### src/fpms_regs.svh
// fpms_regs.svh: timing counts, field codes and table values of the front-panel sequencer
// assumes: included by bare name from the top design module only
`ifndef FPMS_REGS_SVH
`define FPMS_REGS_SVH

// timing: the system clock period and a 1 ms slow tick
`define FPMS_CLK_PERIOD_NS   25
`define FPMS_TICK_PERIOD_NS  1000000
`define FPMS_TICK_CYCLES     ((`FPMS_TICK_PERIOD_NS + `FPMS_CLK_PERIOD_NS - 1) / `FPMS_CLK_PERIOD_NS)
`define FPMS_TICK_MS         1
// least hold of a key and least idle time before a commit, in ms
`define FPMS_HOLD_MS         1000
`define FPMS_IDLE_MS         2000
// one extra tick covers the unknown phase of the tick at the first press
`define FPMS_HOLD_TICKS      ((`FPMS_HOLD_MS + `FPMS_TICK_MS - 1) / `FPMS_TICK_MS + 1)
`define FPMS_IDLE_TICKS      ((`FPMS_IDLE_MS + `FPMS_TICK_MS - 1) / `FPMS_TICK_MS + 1)

// protection level: how far up from level 0 the menu modes are locked
`define FPMS_PROT_NONE       2'h0
`define FPMS_PROT_LV0        2'h1
`define FPMS_PROT_LV1        2'h2
`define FPMS_PROT_LV2        2'h3

// input type selected in the configuration
`define FPMS_IN_TC           2'h0
`define FPMS_IN_PT           2'h1
`define FPMS_IN_CUR          2'h2
`define FPMS_IN_VOLT         2'h3

// calibration item bits
`define FPMS_CAL_ITEMS       7
`define FPMS_CAL_TC_MASK     7'h03
`define FPMS_CAL_PT_MASK     7'h04
`define FPMS_CAL_CUR_MASK    7'h08
`define FPMS_CAL_VOLT_MASK   7'h30
`define FPMS_CAL_XFER_MASK   7'h40

// last parameter index of each mode except manual
`define FPMS_LAST_PROTECT    4'h1
`define FPMS_LAST_LEVEL0     4'h4
`define FPMS_LAST_LEVEL1     4'hd
`define FPMS_LAST_LEVEL2     4'hc
`define FPMS_LAST_SETUP      4'hf
`define FPMS_LAST_EXPAND     4'hc
`define FPMS_LAST_OPTION     4'hb
`define FPMS_LAST_CALIB      4'h7

`endif

### src/fpms_pkg.sv
// fpms_pkg.sv: types shared by the front-panel sequencer modules
// assumes: mode codes are written here as literals; fpms_regs.svh holds the other numeric values
package fpms_pkg;

  typedef enum logic [3:0] {
    MODE_PROTECT = 4'h0,
    MODE_MANUAL  = 4'h1,
    MODE_LEVEL0  = 4'h2,
    MODE_LEVEL1  = 4'h3,
    MODE_LEVEL2  = 4'h4,
    MODE_SETUP   = 4'h5,
    MODE_EXPAND  = 4'h6,
    MODE_OPTION  = 4'h7,
    MODE_CALIB   = 4'h8
  } fpms_mode_t;

  // raw front-panel keys, high while pressed
  typedef struct packed {
    logic menu;
    logic auto_manual_key;
    logic mode;
    logic up;
    logic down;
  } fpms_keys_t;

  // state shown to the display and the control loop
  typedef struct packed {
    fpms_mode_t mode;
    logic       menu_open;
    fpms_mode_t menu_sel;
    logic       control_reset;
    logic [3:0] param_idx;
  } fpms_status_t;

endpackage

### src/fpms_hold_det.sv
// fpms_hold_det.sv: fires one pulse once a level has been held for a number of ticks
// assumes: level and tick come from logic on the same clock
`timescale 1ns/1ps
`default_nettype none
module fpms_hold_det #(
  parameter int HOLD_TICKS = 1001
) (
  // clock and reset
  input  wire logic ref_clk_i,
  input  wire logic rst_i,
  // level to watch and slow tick
  input  wire logic level_i,
  input  wire logic tick_i,
  // one-cycle pulse per hold
  output logic      fire_o
);

  logic [$clog2(HOLD_TICKS+1)-1:0] cnt_reg;
  logic                            done_reg;

  always_ff @(posedge ref_clk_i or posedge rst_i)
  begin
    if (rst_i)
    begin
      cnt_reg  <= '0;
      done_reg <= 1'b0;
      fire_o   <= 1'b0;
    end
    else
    begin
      fire_o <= 1'b0;
      if (!level_i)
      begin
        cnt_reg  <= '0;
        done_reg <= 1'b0;
      end
      else if (tick_i && !done_reg)
      begin
        if (cnt_reg == ($clog2(HOLD_TICKS+1))'(HOLD_TICKS - 1))
        begin
          done_reg <= 1'b1;
          fire_o   <= 1'b1;
        end
        else
          cnt_reg <= cnt_reg + 1'b1;
      end
    end
  end

endmodule
`default_nettype wire

### src/fpms_idle_timer.sv
// fpms_idle_timer.sv: pulses once after a restart when no further restart came for a number of ticks
// assumes: restart, cancel and tick come from logic on the same clock
`timescale 1ns/1ps
`default_nettype none
module fpms_idle_timer #(
  parameter int IDLE_TICKS = 2001
) (
  // clock and reset
  input  wire logic ref_clk_i,
  input  wire logic rst_i,
  // control
  input  wire logic restart_i,
  input  wire logic cancel_i,
  input  wire logic tick_i,
  // one-cycle pulse at expiry
  output logic      expire_o
);

  logic [$clog2(IDLE_TICKS+1)-1:0] cnt_reg;
  logic                            armed_reg;

  always_ff @(posedge ref_clk_i or posedge rst_i)
  begin
    if (rst_i)
    begin
      cnt_reg   <= '0;
      armed_reg <= 1'b0;
      expire_o  <= 1'b0;
    end
    else
    begin
      expire_o <= 1'b0;
      if (restart_i)
      begin
        cnt_reg   <= '0;
        armed_reg <= 1'b1;
      end
      else if (cancel_i)
        armed_reg <= 1'b0;
      else if (armed_reg && tick_i)
      begin
        if (cnt_reg == ($clog2(IDLE_TICKS+1))'(IDLE_TICKS - 1))
        begin
          armed_reg <= 1'b0;
          expire_o  <= 1'b1;
        end
        else
          cnt_reg <= cnt_reg + 1'b1;
      end
    end
  end

endmodule
`default_nettype wire

### src/fpms_top.sv
// fpms_top.sv: front-panel mode and parameter sequencer of a process controller
// assumes: keys are raw pins; configuration inputs come from logic on ref_clk_i
//
// Contract
// - menu opens only after menu key held one second, not in protect/manual
// - an opened menu first shows the mode active before it
// - protected modes cannot be selected
// - protection up to level 1 keeps the menu shut
// - levels 0 to 2 are entered with control still running
// - setup, expansion, option, calibration put control in reset, outputs off
// - leaving those configuration modes releases the control reset
// - auto/manual plus mode key held one second toggles protect and level 0
// - auto/manual key held one second in levels 0 to 2 enters manual
// - mode key steps parameters with wrap, except in manual
// - an edit commits after two idle seconds or on a mode key press
// - a change of mode commits pending edits of the old mode
// - input calibration acts only on the selected input type
// - transfer output calibration needs the transfer option unit
// - four input groups; thermocouple and voltage have two items each
// - items held provisional; final commit only when all freshly calibrated
// - committing calibration also stores a user-calibrated flag
// - each commit replaces stored calibration; factory values are not restored
// - manipulated variable changes only in manual mode
`timescale 1ns/1ps
`default_nettype none
`include "fpms_regs.svh"
module fpms_top #(
  parameter int TICK_DIV   = `FPMS_TICK_CYCLES,
  parameter int HOLD_TICKS = `FPMS_HOLD_TICKS,
  parameter int IDLE_TICKS = `FPMS_IDLE_TICKS
) (
  // clock and reset
  input  wire logic                ref_clk_i,
  input  wire logic                rst_i,
  // front-panel keys, raw pins
  input  wire fpms_pkg::fpms_keys_t keys_i,
  // configuration
  input  wire logic [1:0]          prot_level_i,
  input  wire logic                option_present_i,
  input  wire logic                xfer_present_i,
  input  wire logic [1:0]          input_type_i,
  // calibration strobes
  input  wire logic                cal_item_stb_i,
  input  wire logic [2:0]          cal_item_i,
  input  wire logic                cal_commit_req_i,
  // status
  output fpms_pkg::fpms_status_t   status_o,
  // parameter editing
  output logic                     param_inc_o,
  output logic                     param_dec_o,
  output logic                     param_commit_o,
  // manipulated variable, manual only
  output logic                     mv_inc_o,
  output logic                     mv_dec_o,
  // calibration
  output logic [`FPMS_CAL_ITEMS-1:0] cal_prov_o,
  output logic                     cal_commit_o,
  output logic                     cal_done_o
);

  ////////////////////////////////////////////////////////////////////////////
  // functions

  function automatic logic is_cfg(input fpms_pkg::fpms_mode_t m);
    is_cfg = (m == fpms_pkg::MODE_SETUP) || (m == fpms_pkg::MODE_EXPAND) ||
             (m == fpms_pkg::MODE_OPTION) || (m == fpms_pkg::MODE_CALIB);
  endfunction

  function automatic logic is_level(input fpms_pkg::fpms_mode_t m);
    is_level = (m == fpms_pkg::MODE_LEVEL0) || (m == fpms_pkg::MODE_LEVEL1) ||
               (m == fpms_pkg::MODE_LEVEL2);
  endfunction

  // a menu entry may be chosen when not locked and, for option, when fitted
  function automatic logic allowed(input fpms_pkg::fpms_mode_t m, input logic [1:0] prot,
                                   input logic opt);
    logic [3:0] lock;
    lock = 4'h2 + {2'h0, prot};
    allowed = (m >= fpms_pkg::MODE_LEVEL0) && (m <= fpms_pkg::MODE_CALIB) &&
              (4'(m) >= lock) && ((m != fpms_pkg::MODE_OPTION) || opt);
  endfunction

  // next allowed menu entry in one direction, wrapping over the menu
  function automatic fpms_pkg::fpms_mode_t step_sel(input fpms_pkg::fpms_mode_t cur,
                                                    input logic up, input logic [1:0] prot,
                                                    input logic opt);
    logic [3:0] s;
    step_sel = cur;
    s = 4'(cur);
    for (int i = 0; i < 7; i++)
    begin
      if (up)
        s = (s == 4'h8) ? 4'h2 : s + 4'h1;
      else
        s = (s == 4'h2) ? 4'h8 : s - 4'h1;
      if (allowed(fpms_pkg::fpms_mode_t'(s), prot, opt) && (step_sel == cur))
        step_sel = fpms_pkg::fpms_mode_t'(s);
    end
  endfunction

  function automatic logic [3:0] last_param(input fpms_pkg::fpms_mode_t m);
    unique case (m)
      fpms_pkg::MODE_PROTECT: last_param = `FPMS_LAST_PROTECT;
      fpms_pkg::MODE_LEVEL0:  last_param = `FPMS_LAST_LEVEL0;
      fpms_pkg::MODE_LEVEL1:  last_param = `FPMS_LAST_LEVEL1;
      fpms_pkg::MODE_LEVEL2:  last_param = `FPMS_LAST_LEVEL2;
      fpms_pkg::MODE_SETUP:   last_param = `FPMS_LAST_SETUP;
      fpms_pkg::MODE_EXPAND:  last_param = `FPMS_LAST_EXPAND;
      fpms_pkg::MODE_OPTION:  last_param = `FPMS_LAST_OPTION;
      fpms_pkg::MODE_CALIB:   last_param = `FPMS_LAST_CALIB;
      default:                last_param = 4'h0;
    endcase
  endfunction

  // items that must be freshly calibrated for the present configuration
  function automatic logic [`FPMS_CAL_ITEMS-1:0] cal_req(input logic [1:0] itype,
                                                         input logic xfer);
    unique case (itype)
      `FPMS_IN_TC:   cal_req = `FPMS_CAL_TC_MASK;
      `FPMS_IN_PT:   cal_req = `FPMS_CAL_PT_MASK;
      `FPMS_IN_CUR:  cal_req = `FPMS_CAL_CUR_MASK;
      `FPMS_IN_VOLT: cal_req = `FPMS_CAL_VOLT_MASK;
    endcase
    if (xfer)
      cal_req = cal_req | `FPMS_CAL_XFER_MASK;
  endfunction

  ////////////////////////////////////////////////////////////////////////////
  // key synchronisers, tick and edges

  fpms_pkg::fpms_keys_t key_meta_reg;
  fpms_pkg::fpms_keys_t key_sync_reg;
  fpms_pkg::fpms_keys_t key_last_reg;
  logic [$clog2(TICK_DIV+1)-1:0] div_reg;
  logic                          tick;

  always_ff @(posedge ref_clk_i or posedge rst_i)
  begin
    if (rst_i)
    begin
      key_meta_reg <= '0;
      key_sync_reg <= '0;
      key_last_reg <= '0;
    end
    else
    begin
      key_meta_reg <= keys_i;
      key_sync_reg <= key_meta_reg;
      key_last_reg <= key_sync_reg;
    end
  end

  always_ff @(posedge ref_clk_i or posedge rst_i)
  begin
    if (rst_i)
      div_reg <= '0;
    else if (div_reg == ($clog2(TICK_DIV+1))'(TICK_DIV - 1))
      div_reg <= '0;
    else
      div_reg <= div_reg + 1'b1;
  end

  assign tick = (div_reg == ($clog2(TICK_DIV+1))'(TICK_DIV - 1));

  logic am_held;
  logic mode_e;
  logic up_e;
  logic down_e;
  logic menu_fire;
  logic am_fire;
  logic prot_fire;
  logic idle_fire;

  assign am_held = key_sync_reg.auto_manual_key;
  assign mode_e  = key_sync_reg.mode && !key_last_reg.mode && !am_held;
  assign up_e    = key_sync_reg.up && !key_last_reg.up;
  assign down_e  = key_sync_reg.down && !key_last_reg.down;

  // the three timed holds; a combination hold keeps the single-key hold quiet
  fpms_hold_det #(.HOLD_TICKS(HOLD_TICKS)) u_menu_hold (
    .ref_clk_i (ref_clk_i),
    .rst_i     (rst_i),
    .level_i   (key_sync_reg.menu),
    .tick_i    (tick),
    .fire_o    (menu_fire)
  );

  fpms_hold_det #(.HOLD_TICKS(HOLD_TICKS)) u_am_hold (
    .ref_clk_i (ref_clk_i),
    .rst_i     (rst_i),
    .level_i   (am_held && !key_sync_reg.mode),
    .tick_i    (tick),
    .fire_o    (am_fire)
  );

  fpms_hold_det #(.HOLD_TICKS(HOLD_TICKS)) u_prot_hold (
    .ref_clk_i (ref_clk_i),
    .rst_i     (rst_i),
    .level_i   (am_held && key_sync_reg.mode),
    .tick_i    (tick),
    .fire_o    (prot_fire)
  );

  ////////////////////////////////////////////////////////////////////////////
  // mode and menu

  fpms_pkg::fpms_mode_t mode_reg;
  fpms_pkg::fpms_mode_t mode_next;
  fpms_pkg::fpms_mode_t sel_reg;
  fpms_pkg::fpms_mode_t sel_next;
  logic                 menu_reg;
  logic                 menu_next;
  logic                 ctl_reset_reg;
  logic                 mode_chg;

  always_comb
  begin
    mode_next = mode_reg;
    sel_next  = sel_reg;
    menu_next = menu_reg;
    if (prot_fire)
    begin
      menu_next = 1'b0;
      mode_next = (mode_reg == fpms_pkg::MODE_PROTECT) ? fpms_pkg::MODE_LEVEL0
                                                       : fpms_pkg::MODE_PROTECT;
    end
    else if (am_fire && !menu_reg)
    begin
      if (is_level(mode_reg))
        mode_next = fpms_pkg::MODE_MANUAL;
      else if (mode_reg == fpms_pkg::MODE_MANUAL)
        mode_next = fpms_pkg::MODE_LEVEL0;
    end
    else if (menu_reg)
    begin
      if (up_e)
        sel_next = step_sel(sel_reg, 1'b1, prot_level_i, option_present_i);
      else if (down_e)
        sel_next = step_sel(sel_reg, 1'b0, prot_level_i, option_present_i);
      else if (mode_e)
      begin
        menu_next = 1'b0;
        if (allowed(sel_reg, prot_level_i, option_present_i))
          mode_next = sel_reg;
      end
    end
    else if (menu_fire && (mode_reg != fpms_pkg::MODE_PROTECT) &&
             (mode_reg != fpms_pkg::MODE_MANUAL) &&
             (prot_level_i < `FPMS_PROT_LV1))
    begin
      menu_next = 1'b1;
      sel_next  = mode_reg;
    end
  end

  assign mode_chg = (mode_next != mode_reg);

  always_ff @(posedge ref_clk_i or posedge rst_i)
  begin
    if (rst_i)
    begin
      mode_reg      <= fpms_pkg::MODE_LEVEL0;
      sel_reg       <= fpms_pkg::MODE_LEVEL0;
      menu_reg      <= 1'b0;
      ctl_reset_reg <= 1'b0;
    end
    else
    begin
      mode_reg      <= mode_next;
      sel_reg       <= sel_next;
      menu_reg      <= menu_next;
      ctl_reset_reg <= is_cfg(mode_next);
    end
  end

  ////////////////////////////////////////////////////////////////////////////
  // parameter stepping, edits and commits

  logic [3:0] param_reg;
  logic       pending_reg;
  logic       edit;
  logic       commit_now;

  always_ff @(posedge ref_clk_i or posedge rst_i)
  begin
    if (rst_i)
      param_reg <= 4'h0;
    else if (mode_chg)
      param_reg <= 4'h0;
    else if (mode_e && !menu_reg && (mode_reg != fpms_pkg::MODE_MANUAL))
      param_reg <= (param_reg >= last_param(mode_reg)) ? 4'h0 : param_reg + 4'h1;
  end

  assign edit = (up_e || down_e) && !menu_reg && !prot_fire && !am_fire &&
                (mode_reg != fpms_pkg::MODE_MANUAL);

  fpms_idle_timer #(.IDLE_TICKS(IDLE_TICKS)) u_idle (
    .ref_clk_i (ref_clk_i),
    .rst_i     (rst_i),
    .restart_i (edit),
    .cancel_i  (commit_now),
    .tick_i    (tick),
    .expire_o  (idle_fire)
  );

  assign commit_now = pending_reg &&
                      (idle_fire || (mode_e && !menu_reg) || mode_chg);

  always_ff @(posedge ref_clk_i or posedge rst_i)
  begin
    if (rst_i)
    begin
      pending_reg    <= 1'b0;
      param_commit_o <= 1'b0;
      param_inc_o    <= 1'b0;
      param_dec_o    <= 1'b0;
    end
    else
    begin
      param_commit_o <= commit_now;
      param_inc_o    <= edit && up_e;
      param_dec_o    <= edit && !up_e;
      // a new edit in the commit cycle keeps the value pending
      if (edit)
        pending_reg <= 1'b1;
      else if (commit_now)
        pending_reg <= 1'b0;
    end
  end

  always_ff @(posedge ref_clk_i or posedge rst_i)
  begin
    if (rst_i)
    begin
      mv_inc_o <= 1'b0;
      mv_dec_o <= 1'b0;
    end
    else
    begin
      mv_inc_o <= up_e && (mode_reg == fpms_pkg::MODE_MANUAL);
      mv_dec_o <= down_e && (mode_reg == fpms_pkg::MODE_MANUAL);
    end
  end

  ////////////////////////////////////////////////////////////////////////////
  // user calibration

  logic [`FPMS_CAL_ITEMS-1:0] req_mask;
  logic                       cal_ready;

  assign req_mask  = cal_req(input_type_i, xfer_present_i);
  assign cal_ready = ((cal_prov_o & req_mask) == req_mask);

  always_ff @(posedge ref_clk_i or posedge rst_i)
  begin
    if (rst_i)
    begin
      cal_prov_o   <= '0;
      cal_commit_o <= 1'b0;
      cal_done_o   <= 1'b0;
    end
    else
    begin
      cal_commit_o <= 1'b0;
      if (mode_reg != fpms_pkg::MODE_CALIB)
        cal_prov_o <= '0;
      else if (cal_commit_req_i && cal_ready)
      begin
        // the store overwrites earlier data; factory values are gone
        cal_commit_o <= 1'b1;
        cal_done_o   <= 1'b1;
        cal_prov_o   <= '0;
        // an item strobed in the commit cycle stays provisional for the next store
        if (cal_item_stb_i && (int'(cal_item_i) < `FPMS_CAL_ITEMS) && req_mask[cal_item_i])
          cal_prov_o[cal_item_i] <= 1'b1;
      end
      else if (cal_item_stb_i && (int'(cal_item_i) < `FPMS_CAL_ITEMS) && req_mask[cal_item_i])
        cal_prov_o[cal_item_i] <= 1'b1;
    end
  end

  assign status_o = '{mode:          mode_reg,
                      menu_open:     menu_reg,
                      menu_sel:      sel_reg,
                      control_reset: ctl_reset_reg,
                      param_idx:     param_reg};

  ////////////////////////////////////////////////////////////////////////////
  // checks

  localparam int MIN_HOLD_CYC = (HOLD_TICKS - 1) * TICK_DIV;
  logic [31:0] menu_held_cyc;

  always_ff @(posedge ref_clk_i or posedge rst_i)
  begin
    if (rst_i)
      menu_held_cyc <= 32'h0;
    else if (!key_sync_reg.menu)
      menu_held_cyc <= 32'h0;
    else if (menu_held_cyc != 32'hffffffff)
      menu_held_cyc <= menu_held_cyc + 32'h1;
  end

  a_menu_hold_time: assert property (@(posedge ref_clk_i) disable iff (rst_i)
    $rose(menu_reg) |-> ($past(menu_held_cyc, 2) >= 32'(MIN_HOLD_CYC)))
    else $error("menu opened before the key was held long enough");

  a_menu_first_sel: assert property (@(posedge ref_clk_i) disable iff (rst_i)
    $rose(menu_reg) |-> (sel_reg == $past(mode_reg)) && (mode_reg == $past(mode_reg)))
    else $error("menu did not open on the previous mode");

  a_menu_prot_shut: assert property (@(posedge ref_clk_i) disable iff (rst_i)
    ($past(prot_level_i) >= `FPMS_PROT_LV1) |-> !$rose(menu_reg))
    else $error("menu opened while locked up to level 1");

  a_menu_sel_taken: assert property (@(posedge ref_clk_i) disable iff (rst_i)
    ($fell(menu_reg) && $changed(mode_reg) && (mode_reg != fpms_pkg::MODE_PROTECT))
    |-> (mode_reg == $past(sel_reg)) && $past(allowed(sel_reg, prot_level_i, option_present_i)))
    else $error("protected mode was selected");

  a_cfg_reset_out: assert property (@(posedge ref_clk_i) disable iff (rst_i)
    status_o.control_reset == is_cfg(mode_reg))
    else $error("control reset disagrees with the mode");

  a_manual_entry: assert property (@(posedge ref_clk_i) disable iff (rst_i)
    (mode_reg == fpms_pkg::MODE_MANUAL) && $changed(mode_reg)
    |-> is_level($past(mode_reg)) && $past(am_fire))
    else $error("manual entered without a hold from levels 0 to 2");

  a_mv_manual_only: assert property (@(posedge ref_clk_i) disable iff (rst_i)
    (mv_inc_o || mv_dec_o) |-> ($past(mode_reg) == fpms_pkg::MODE_MANUAL) && !param_inc_o)
    else $error("manipulated variable changed outside manual");

  a_mode_chg_commit: assert property (@(posedge ref_clk_i) disable iff (rst_i)
    ($past(pending_reg) && $changed(mode_reg)) |-> param_commit_o ##1 !param_commit_o)
    else $error("pending edit not committed on a mode change");

  a_cal_commit_all: assert property (@(posedge ref_clk_i) disable iff (rst_i)
    cal_commit_o |-> ($past(cal_prov_o & req_mask) == $past(req_mask)) && cal_done_o)
    else $error("calibration committed before every item was done");

  a_prot_toggle: assert property (@(posedge ref_clk_i) disable iff (rst_i)
    prot_fire && (mode_reg == fpms_pkg::MODE_PROTECT) |=> (mode_reg == fpms_pkg::MODE_LEVEL0))
    else $error("protect mode did not return to level 0");

endmodule
`default_nettype wire

### config.mk
export PLATFORM = sky130hd
export DESIGN_NAME = fpms_top
export DESIGN_NICKNAME = d
export VERILOG_FILES = /design/src/fpms_pkg.sv /design/src/fpms_hold_det.sv /design/src/fpms_idle_timer.sv /design/src/fpms_top.sv
export VERILOG_INCLUDE_DIRS = /design/src /design/src/src
export SDC_FILE = /design/constraint.sdc
export NUM_CORES = 1
export LEC_CHECK = 0
export ABC_CLOCK_PERIOD_IN_PS = 22000
export BUFFER_PORTS_ARGS = -buffer_cell sky130_fd_sc_hd__buf_4
export CAP_MARGIN = 20
export CELL_PAD_IN_SITES_DETAIL_PLACEMENT = 1
export CELL_PAD_IN_SITES_GLOBAL_PLACEMENT = 1
export CORE_MARGIN = 3
export CORE_UTILIZATION = 50
export DETAILED_ROUTE_END_ITERATION = 16
export GPL_ROUTABILITY_DRIVEN = 0
export HOLD_SLACK_MARGIN = 0.15
export PLACE_DENSITY = 0.91
export SYNTH_ARGS = -nofsm -noshare
export SYNTH_HDL_FRONTEND = slang
export SYNTH_SLANG_ARGS = --single-unit
### constraint.sdc
create_clock -name ref_clk_i -period 22 [get_ports ref_clk_i]
set_input_delay 4.4 -clock ref_clk_i [delete_from_list [all_inputs] [get_ports ref_clk_i]]
set_output_delay 4.4 -clock ref_clk_i [all_outputs]
set_load 0.005 [all_outputs]
==> flow_summary.yaml, run 1 <==
run_status:
  status: "finished, final reports clean"
cts:
  cts_tree: "done"
  cts_resized: 0
  cts_buffer_depth: 2
  cts-root-buf: "clkbuf_16"
  postCtsSetupBuffers: 0
  h-tree-depth: 3
  clk_pin_slew_worst_paths_ns: 0.07
  clkLatencyLatePin_ns: 0.36
  holdBufCountCts: 0
  cts_buffers: 9
  cts_sinks: 107
sta:
  fmax_ghz: 0.0999
  relSlewSlack: 0.377
  period_share: 0.455
  worst-slew-pin-transition_ns: 0.930
  finalMaxSlewViolations: 0
  tns_ns: 0
  fin_ws_ns: 11.99
  skew_ns: 0.0104
  layout_min_cycle_time_ns: 10.01
  rsz0062_at_grt: "no"
  setup_violations: 0
  hold_violations: 0
grt:
  antenna_found_initial: 0
  grt_overflow: 0
  grt_pass1_wl_um: 53200
  grt_start_max_net_pins: 56
  grt_pass1_vias: 10500
  grt_usage: 0.285
setup_path:
  crit_slowest_cell: "dfstp_2"
  critPathBufInv: 5
  critPathMaxFanout: 28
  slowest_delay_ns: 0.98
  crit_type: "reg -> reg"
  path_delay_family: "compound AO/OA/AOI/OAI gates"
  worst_ep_arrival_time_ns: 10.24
  cp-end-kind: "flop"
  ff2ff_setup_slack_ns: 11.99
  startpoint_type: "flop"
  critPathMostFrequentCell: "ha_1"
  cp.required_ns: 22.23
detailed_routing:
  drt-vias-per-instance: 6.34
  drc: 0
  drt_iter0_markers: 584
  wl_um: 32600
  route.vias.total: 9951
  wl_per_cell_um: 20.8
  first_pass_iters: 5
  ant_nets: 0
synthesis:
  synthTopCellsByCount: "nor2_1 (124), ha_1 (109), dfrtp_1 (105)"
  synth_area_leaders: "dfrtp_1 (25%), ha_1 (13%), xnor2_1 (4.5%)"
  yosysMostFrequentCell: "nor2_1"
  ys_ff_latch: 107
  synth-edff-count: 0
  synth_top_cell_by_area: "dfrtp_1"
  syn_avg_cell_area_um2: 8.37
  yosysUniqueCellTypes: 111
  syn_area_mm2: 0.0106
  synth_top_area_share: 0.248
  yosysWarnings: 0
  synth_cells: 1267
  yosysSeqAreaShare: 0.253
  synth_ff_type: "dfrtp_1"
  syn-num-nets: 1394
  synthArstFlopShare: 1.00
floorplan:
  rows: 52
  coreArea_mm2: 0.0206
  die-width_um: 152
  initial_utilization: 0.516
  dieArea_mm2: 0.0230
  die_y_um: 152
  ioPinCount: 46
placement:
  place_hpwl_um: 23900
  portBuffers: 45
  pre_cts_slack_ns: 11.80
final_layout:
  drive_gt1_frac: 0.111
  n_antenna_cell: 0
  nNetsFinal: 1421
  multi_input_area_mm2: 0.00746
  largest_reg_flops: 16
  areaGrowthSynthToFinish_pct: 8.05
  ff_latch_area_mm2: 0.00268
  nFillCells: 2504
worst_hold_path:
  hold_class: "reg -> reg"
power:
  finalPower_mw: 0.432
  powerDensity_mw_per_mm2: 37.7
  power.leakage_nw: 5.06
  vdd_ir_drop_max_mv: 0.0554
job:
  maxCapViolations: 0
==> worst reg2reg max path: cells and delay by family (launching register included) <==
family	cells	cell delay (ns)
flops	1	0.98
buf+inv	5	0.85
mux	1	0.13
simple gates	8	1.99
compound gates	15	4.16
fa+ha+maj	6	1.79
==> cells in the final DEF, fill, tap and decap left out, types with 22 or more instances in the layout <==
master    instances
ha_1            109
nand3_1          53
dfrtp_1         105
a21oi_1          71
inv_1            68
xor2_1           31
o21ai_0          59
nor2_1          124
nor3_1           29
buf_4            50
nand2b_1         25
xnor2_1          54
a21o_1           30
and2_1           22
nand2_1          86
nand4_1          27
==> power by group <==
part | switching, mW | internal [mW]
Sequential | 0.00529 | 0.201
Combinational | 0.0360 | 0.0250
Clock | 0.0756 | 0.0896
==> area by class of cell <==
type | count | share of cell area
Sequential cell | 107 | 0.234
Tap cell | 270 | 0.0295
Inverter | 76 | 0.0251
Multi-Input combinational cell | 1047 | 0.651
Clock inverter | 6 | 0.00633
Timing Repair Buffer | 53 | 0.0343
Clock buffer | 10 | 0.0200
==> logic make-up after synthesis <==
kind of cell    share of synthesized area
flops                               0.253
compound gates                      0.229
buf+inv                            0.0440
fa+ha+maj                           0.129
mux                                0.0334
simple gates                        0.237
xor+xnor                           0.0748
==> through the flow <==
stage	util	area, µm²	hold slack, ns	cells
global route	0.557	11500	0.370	1569
finish	0.557	11500	0.352	1569
CTS	0.556	11400	0.356	1566
floorplan	-	10600	0.331	1267
detailed placement	0.542	11100	0.340	1550
global placement	0.542	11100	0.332	1550
==> routing by layer <==
metal  share of wire  up-vias  global-route usage
met5               0        -                   0
met4           0.027        0               0.101
met3           0.039       75              0.0378
met2            0.51      229               0.523
met1            0.42     4947               0.339
li1                -     4700                   -
==> worst paths after layout <==
path / startpoint / end / depth (start not counted)
setup / recovery: sel_reg[1] / sel_reg[0] / 35
hold / removal: key_meta_reg[4] / key_sync_reg[4] / 0
setup reg to reg: sel_reg[1] / sel_reg[0] / 35
hold reg to reg: key_meta_reg[4] / key_sync_reg[4] / 0
max in group asynchronous: rst_i / u_idle.cnt_reg[10] / 3
min in group asynchronous: rst_i / key_meta_reg[1] / 2
No activity file was read; power rests on OpenSTA's default activity.
==> run 2: changes to the inputs <==
- ABC_AREA: unset -> 1
- ABC_CLOCK_PERIOD_IN_PS: 22000 -> 9400
- CORE_UTILIZATION: 50 -> 47
- PLACE_DENSITY: 0.91 -> 0.9
- clock period: 22 -> 9.4 ns (I/O delays scaled with it)
==> run 2 against run 1 <==
Against the previous run:
- sequential share of layout area grew 0.64 points
- routed wire length shrank 9.6%
- global-route usage shrank 3.4 points
- via count grew 0.85%
- sequential power grew 140%
- maximum frequency grew 26%
- clock skew shrank 0.0030 ns
- die area grew 2.6%
- area after synthesis shrank 3.5%
- critical path type unchanged
- critical endpoint is now sel_reg[2]
==> flow_summary.yaml, run 2 <==
cts:
  cts-root-buf: "clkbuf_16"
  clkLatencyLatePin_ns: 0.35
  holdBufCountCts: 0
  cts_resized: 0
  clk_pin_slew_worst_paths_ns: 0.07
  cts_tree: "done"
  cts_buffers: 9
  cts_buffer_depth: 2
  postCtsSetupBuffers: 0
  h-tree-depth: 3
  cts_sinks: 107
synthesis:
  syn_area_mm2: 0.0102
  synthTopCellsByCount: "nand2_1 (330), inv_1 (222), nor2_1 (120)"
  syn_avg_cell_area_um2: 7.03
  synth_cells: 1456
  synth_top_cell_by_area: "dfrtp_1"
  synth_top_area_share: 0.257
  synthArstFlopShare: 1.00
  yosysSeqAreaShare: 0.262
  yosysMostFrequentCell: "nand2_1"
  ys_ff_latch: 107
  syn-num-nets: 1583
  yosysWarnings: 0
  synth_ff_type: "dfrtp_1"
  synth_area_leaders: "dfrtp_1 (26%), ha_1 (13%), nand2_1 (12%)"
  synth-edff-count: 0
  yosysUniqueCellTypes: 59
final_layout:
  areaGrowthSynthToFinish_pct: 8.97
  final_cell_mix: "nand2_1 (330), inv_1 (221), nor2_1 (120)"
  n_antenna_cell: 0
  nNetsFinal: 1628
  largest_reg_flops: 16
  layout_commonest_cell: "nand2_1"
  drive_gt1_frac: 0.127
grt:
  busiest_layer: "met2"
  met3_usage: 0.0324
  grt_usage: 0.251
  grt_start_max_net_pins: 79
  grt_pass1_vias: 10700
  met1_usage: 0.311
  grt_overflow: 0
  grt_pass1_wl_um: 50600
  antenna_found_initial: 0
  grt.met2_usage: 0.456
detailed_routing:
  drc: 0
  drt_iter0_markers: 514
  first_pass_iters: 5
  wl_per_cell_um: 16.5
  wl_um: 29500
  drt-vias-per-instance: 5.64
  ant_nets: 0
  route.vias.total: 10000
sta:
  period_share: 0.845
  hold_violations: 0
  fin_ws_ns: 1.46
  skew_ns: 0.00735
  tns_ns: 0
  fmax_ghz: 0.126
  finalMaxSlewViolations: 0
  rsz0062_at_grt: "no"
  relSlewSlack: 0.362
  layout_min_cycle_time_ns: 7.94
  setup_violations: 0
  worst-slew-pin-transition_ns: 0.956
power:
  vdd_ir_drop_max_mv: 0.104
  power.leakage_nw: 5.71
  pwr-share-clk: 0.383
  finalPower_mw: 1.09
  switching_share: 0.287
  p_comb_frac: 0.170
  p_switching_mw: 0.313
  p_int_mw: 0.778
  pwr-share-seq: 0.447
  powerDensity_mw_per_mm2: 97.9
setup_path:
  crit_slowest_cell: "dfstp_2"
  slowest_delay_ns: 0.82
  reg2regPathDepth: 47
  startpoint_type: "flop"
  timing.rr.start: "sel_reg[1]"
  critPathMaxFanout: 22
  ff2ff_setup_slack_ns: 1.46
  critPathMostFrequentCell: "nand2_1"
  worst_ep_arrival_time_ns: 8.18
  rr_endpoint: "sel_reg[2]"
  cp-end-kind: "flop"
  crit_type: "reg -> reg"
  cp.required_ns: 9.63
floorplan:
  ioPinCount: 46
  initial_utilization: 0.482
  die-width_um: 154
  die_y_um: 154
  dieArea_mm2: 0.0236
  coreArea_mm2: 0.0212
  rows: 53
placement:
  pre_cts_slack_ns: 1.54
  place_hpwl_um: 22200
  portBuffers: 45
worst_hold_path:
  hold_class: "reg -> reg"
  min_path_cells: 0
  holdCritStartpoint: "key_meta_reg[4]"
  min_to: "key_sync_reg[4]"
run_status:
  status: "finished, final reports clean"
job:
  maxCapViolations: 0
## run 2: how the worst max path moves through the flow
stage	slack, ns	from	endpoint	cells after the start
floorplan	3.13	sel_reg[1]	sel_reg[0]	49
global placement	1.67	sel_reg[1]	sel_reg[0]	48
detailed placement	1.54	sel_reg[1]	sel_reg[2]	47
CTS	1.49	sel_reg[1]	sel_reg[2]	47
global route	0.58	sel_reg[1]	sel_reg[0]	48
finish	1.46	sel_reg[1]	sel_reg[2]	47
## run 2: metal layers
layer,part of all wire,up-vias
met4,0.022,0
li1,-,4893
met2,0.51,184
met1,0.44,4893
met3,0.035,66
met5,0,-
## run 2: stage by stage
step	cell area (µm²)	cells	util	hold slack [ns]
after floorplan	10200	1456	-	0.331
after global placement	10800	1765	0.510	0.333
after detailed placement	10800	1765	0.510	0.339
after CTS	11200	1781	0.526	0.355
after global routing	11200	1781	0.526	0.362
final	11200	1781	0.526	0.361
## run 2: final cells by class
class,count,area [µm²]
multi-input cells,1090,6520
inverters,244,921
fillers,2836,10100
clock inverters,6,96.3
clock buffers,10,229
flip-flops and latches,107,2680
well taps,275,344
repair buffers,49,368
## run 2: power groups by stage
| stage | sequential [mW] | combinational (mW) | clock, mW |
|---|---|---|---|
| floorplan | 0.494 | 0.123 | 0 |
| global placement | 0.496 | 0.175 | 0 |
| detailed placement | 0.497 | 0.184 | 0 |
| CTS | 0.488 | 0.187 | 0.423 |
| global route | 0.491 | 0.212 | 0.441 |
| finish | 0.488 | 0.185 | 0.418 |
## run 2: kinds of logic after synthesis
group,after synthesis,synth area share
AO/OA/AOI/OAI,203,0.119
XOR/XNOR,13,0.0126
adder cells (fa/ha/maj),109,0.133
buffers and inverters,259,0.102
flip-flops,107,0.262
AND/OR/NAND/NOR,765,0.372
## run 2: critical path: cells and delay by family (launching register included)
family | cells | cell delay, ns
fa+ha+maj | 6 | 1.54
flops | 1 | 0.82
buf+inv | 6 | 0.92
simple gates | 31 | 3.87
compound gates | 4 | 0.64
==> run 3: changes to the inputs <==
- ABC_CLOCK_PERIOD_IN_PS: 9400 -> 6730
- CORE_UTILIZATION: 47 -> 42
- PLACE_DENSITY: 0.9 -> 0.85
- clock period: 9.4 -> 6.73 ns (I/O delays scaled with it)
==> run 3 against run 2 <==
Against the previous run:
- final cell count is 5.5% higher
- clock power is 34% higher
- maximum frequency is 25% higher
- final area is 8.7% higher
- setup slack got worse by 1.1 ns
- worst hold slack worse by 0.0092 ns
- clock skew rose by 0.0059 ns
- largest power group unchanged
- first-iteration DRC count grew 5.8%
- via count grew 1.8%
==> flow_summary.yaml, run 3 (same netlist as run 2, synthesis figures left out) <==
job:
  maxCapViolations: 0
sta:
  period_share: 0.944
  hold_violations: 0
  whs_ns: 0.352
  layout_min_cycle_time_ns: 6.36
  relSlewSlack: 0.465
  worst-slew-pin-transition_ns: 0.803
  finalMaxSlewViolations: 0
  fmax_ghz: 0.157
  fin_ws_ns: 0.374
  skew_ns: 0.0133
  setup_violations: 0
setup_path:
  slowest_delay_ns: 0.58
  path_delay_family: "simple AND/OR/NAND/NOR gates"
  cp.required_ns: 6.98
  worst_ep_arrival_time_ns: 6.60
  startpoint_type: "flop"
  reg2regPathDepth: 49
  crit_slowest_cell: "dfstp_2"
  critPathBufInv: 5
  cp-end-kind: "flop"
  critPathMaxFanout: 7
  critical_path_depth: 49
  critPathMostFrequentCell: "nand2_1"
  crit_type: "reg -> reg"
power:
  finalPower_mw: 1.53
  p_int_mw: 1.07
  pwr-share-clk: 0.365
  pwr-share-seq: 0.446
  p_switching_mw: 0.465
  switching_share: 0.304
  vdd_ir_drop_max_mv: 0.152
  powerDensity_mw_per_mm2: 126
  power.leakage_nw: 6.01
  p_comb_frac: 0.189
cts:
  cts_tree: "done"
  cts_sinks: 107
  cts-root-buf: "clkbuf_16"
  cts_buffers: 9
  clkLatencyLatePin_ns: 0.36
  h-tree-depth: 3
  holdBufCountCts: 0
  cts_buffer_depth: 2
  clk_pin_slew_worst_paths_ns: 0.07
floorplan:
  rows: 56
  coreArea_mm2: 0.0237
  ioPinCount: 46
  dieArea_mm2: 0.0263
  die_y_um: 162
  die-width_um: 162
  initial_utilization: 0.432
final_layout:
  layout_commonest_cell: "nand2_1"
  nNetsFinal: 1682
  areaGrowthSynthToFinish_pct: 18.5
  final_cell_mix: "nand2_1 (282), inv_1 (210), nor2_1 (112)"
  largest_reg_flops: 16
  n_antenna_cell: 0
  utilization: 0.512
  drive_gt1_frac: 0.218
detailed_routing:
  drc: 0
  ant_nets: 0
  wl_per_cell_um: 17.2
  first_pass_iters: 4
  wl_um: 32400
  route.vias.total: 10200
  drt_iter0_markers: 544
  drt-vias-per-instance: 5.44
run_status:
  status: "finished, final reports clean"
grt:
  grt_start_max_net_pins: 61
  grt_pass1_vias: 10400
  antenna_found_initial: 0
  grt_overflow: 0
  grt_usage: 0.234
  grt_pass1_wl_um: 51000
placement:
  portBuffers: 45
  place_hpwl_um: 23500
  pre_cts_slack_ns: -0.0573
worst_hold_path:
  hold_class: "reg -> reg"
  min_path_cells: 0
-- run 3: final timing paths --
| check | startpoint | end | slack [ns] |
|---|---|---|---|
| hold reg to reg | key_meta_reg[1] | key_sync_reg[1] | 0.35 |
| hold / removal | key_meta_reg[1] | key_sync_reg[1] | 0.35 |
| max in group asynchronous | rst_i | sel_reg[0] | 4.42 |
| min in group asynchronous | rst_i | cal_done_o | 1.04 |
| setup / recovery | sel_reg[1] | sel_reg[0] | 0.37 |
| setup reg to reg | sel_reg[1] | sel_reg[0] | 0.37 |
-- run 3: per-stage QoR --
stage / instance area [µm²] / setup TNS (ns) / std cells
2_1_floorplan: 10200 / 0 / 1456
3_3_place_gp: 11100 / 0 / 1837
3_5_place_dp: 11100 / -0.150 / 1837
4_1_cts: 11400 / 0 / 1853
5_1_grt: 12100 / -0.412 / 1879
6_report: 12100 / 0 / 1879
-- run 3: cell type report --
cell class	instances	area, µm²
Multi-Input combinational cell	1090	7000
Sequential cell	107	2680
Inverter	244	931
Timing Repair Buffer	103	803
Clock buffer	9	225
Tap cell	319	399
Fill cell	3053	11600
Clock inverter	7	82.6
-- run 3: metal layers --
metal,wire length (µm),GRT usage,vias up
met5,0,0,-
met4,653,0.0609,0
met3,1020,0.0275,39
met2,16500,0.426,177
met1,14200,0.294,5009
li1,-,-,4989
-- run 3: power groups by stage --
stage                     registers [mW]  logic [mW]  clock network (mW)
after floorplan                    0.690       0.171                   0
after global placement             0.695       0.240                   0
after detailed placement           0.696       0.255                   0
after CTS                          0.684       0.266               0.571
after global routing               0.688       0.326               0.587
final                              0.684       0.289               0.560
-- run 3: repair_timing --
item | 4_1_cts | 5_1_grt
pin swaps | 0 | 52
setup endpoints to repair | 4 | 4
resized for setup | 4 | 147
gates cloned | 0 | 0
setup buffers | 0 | 26
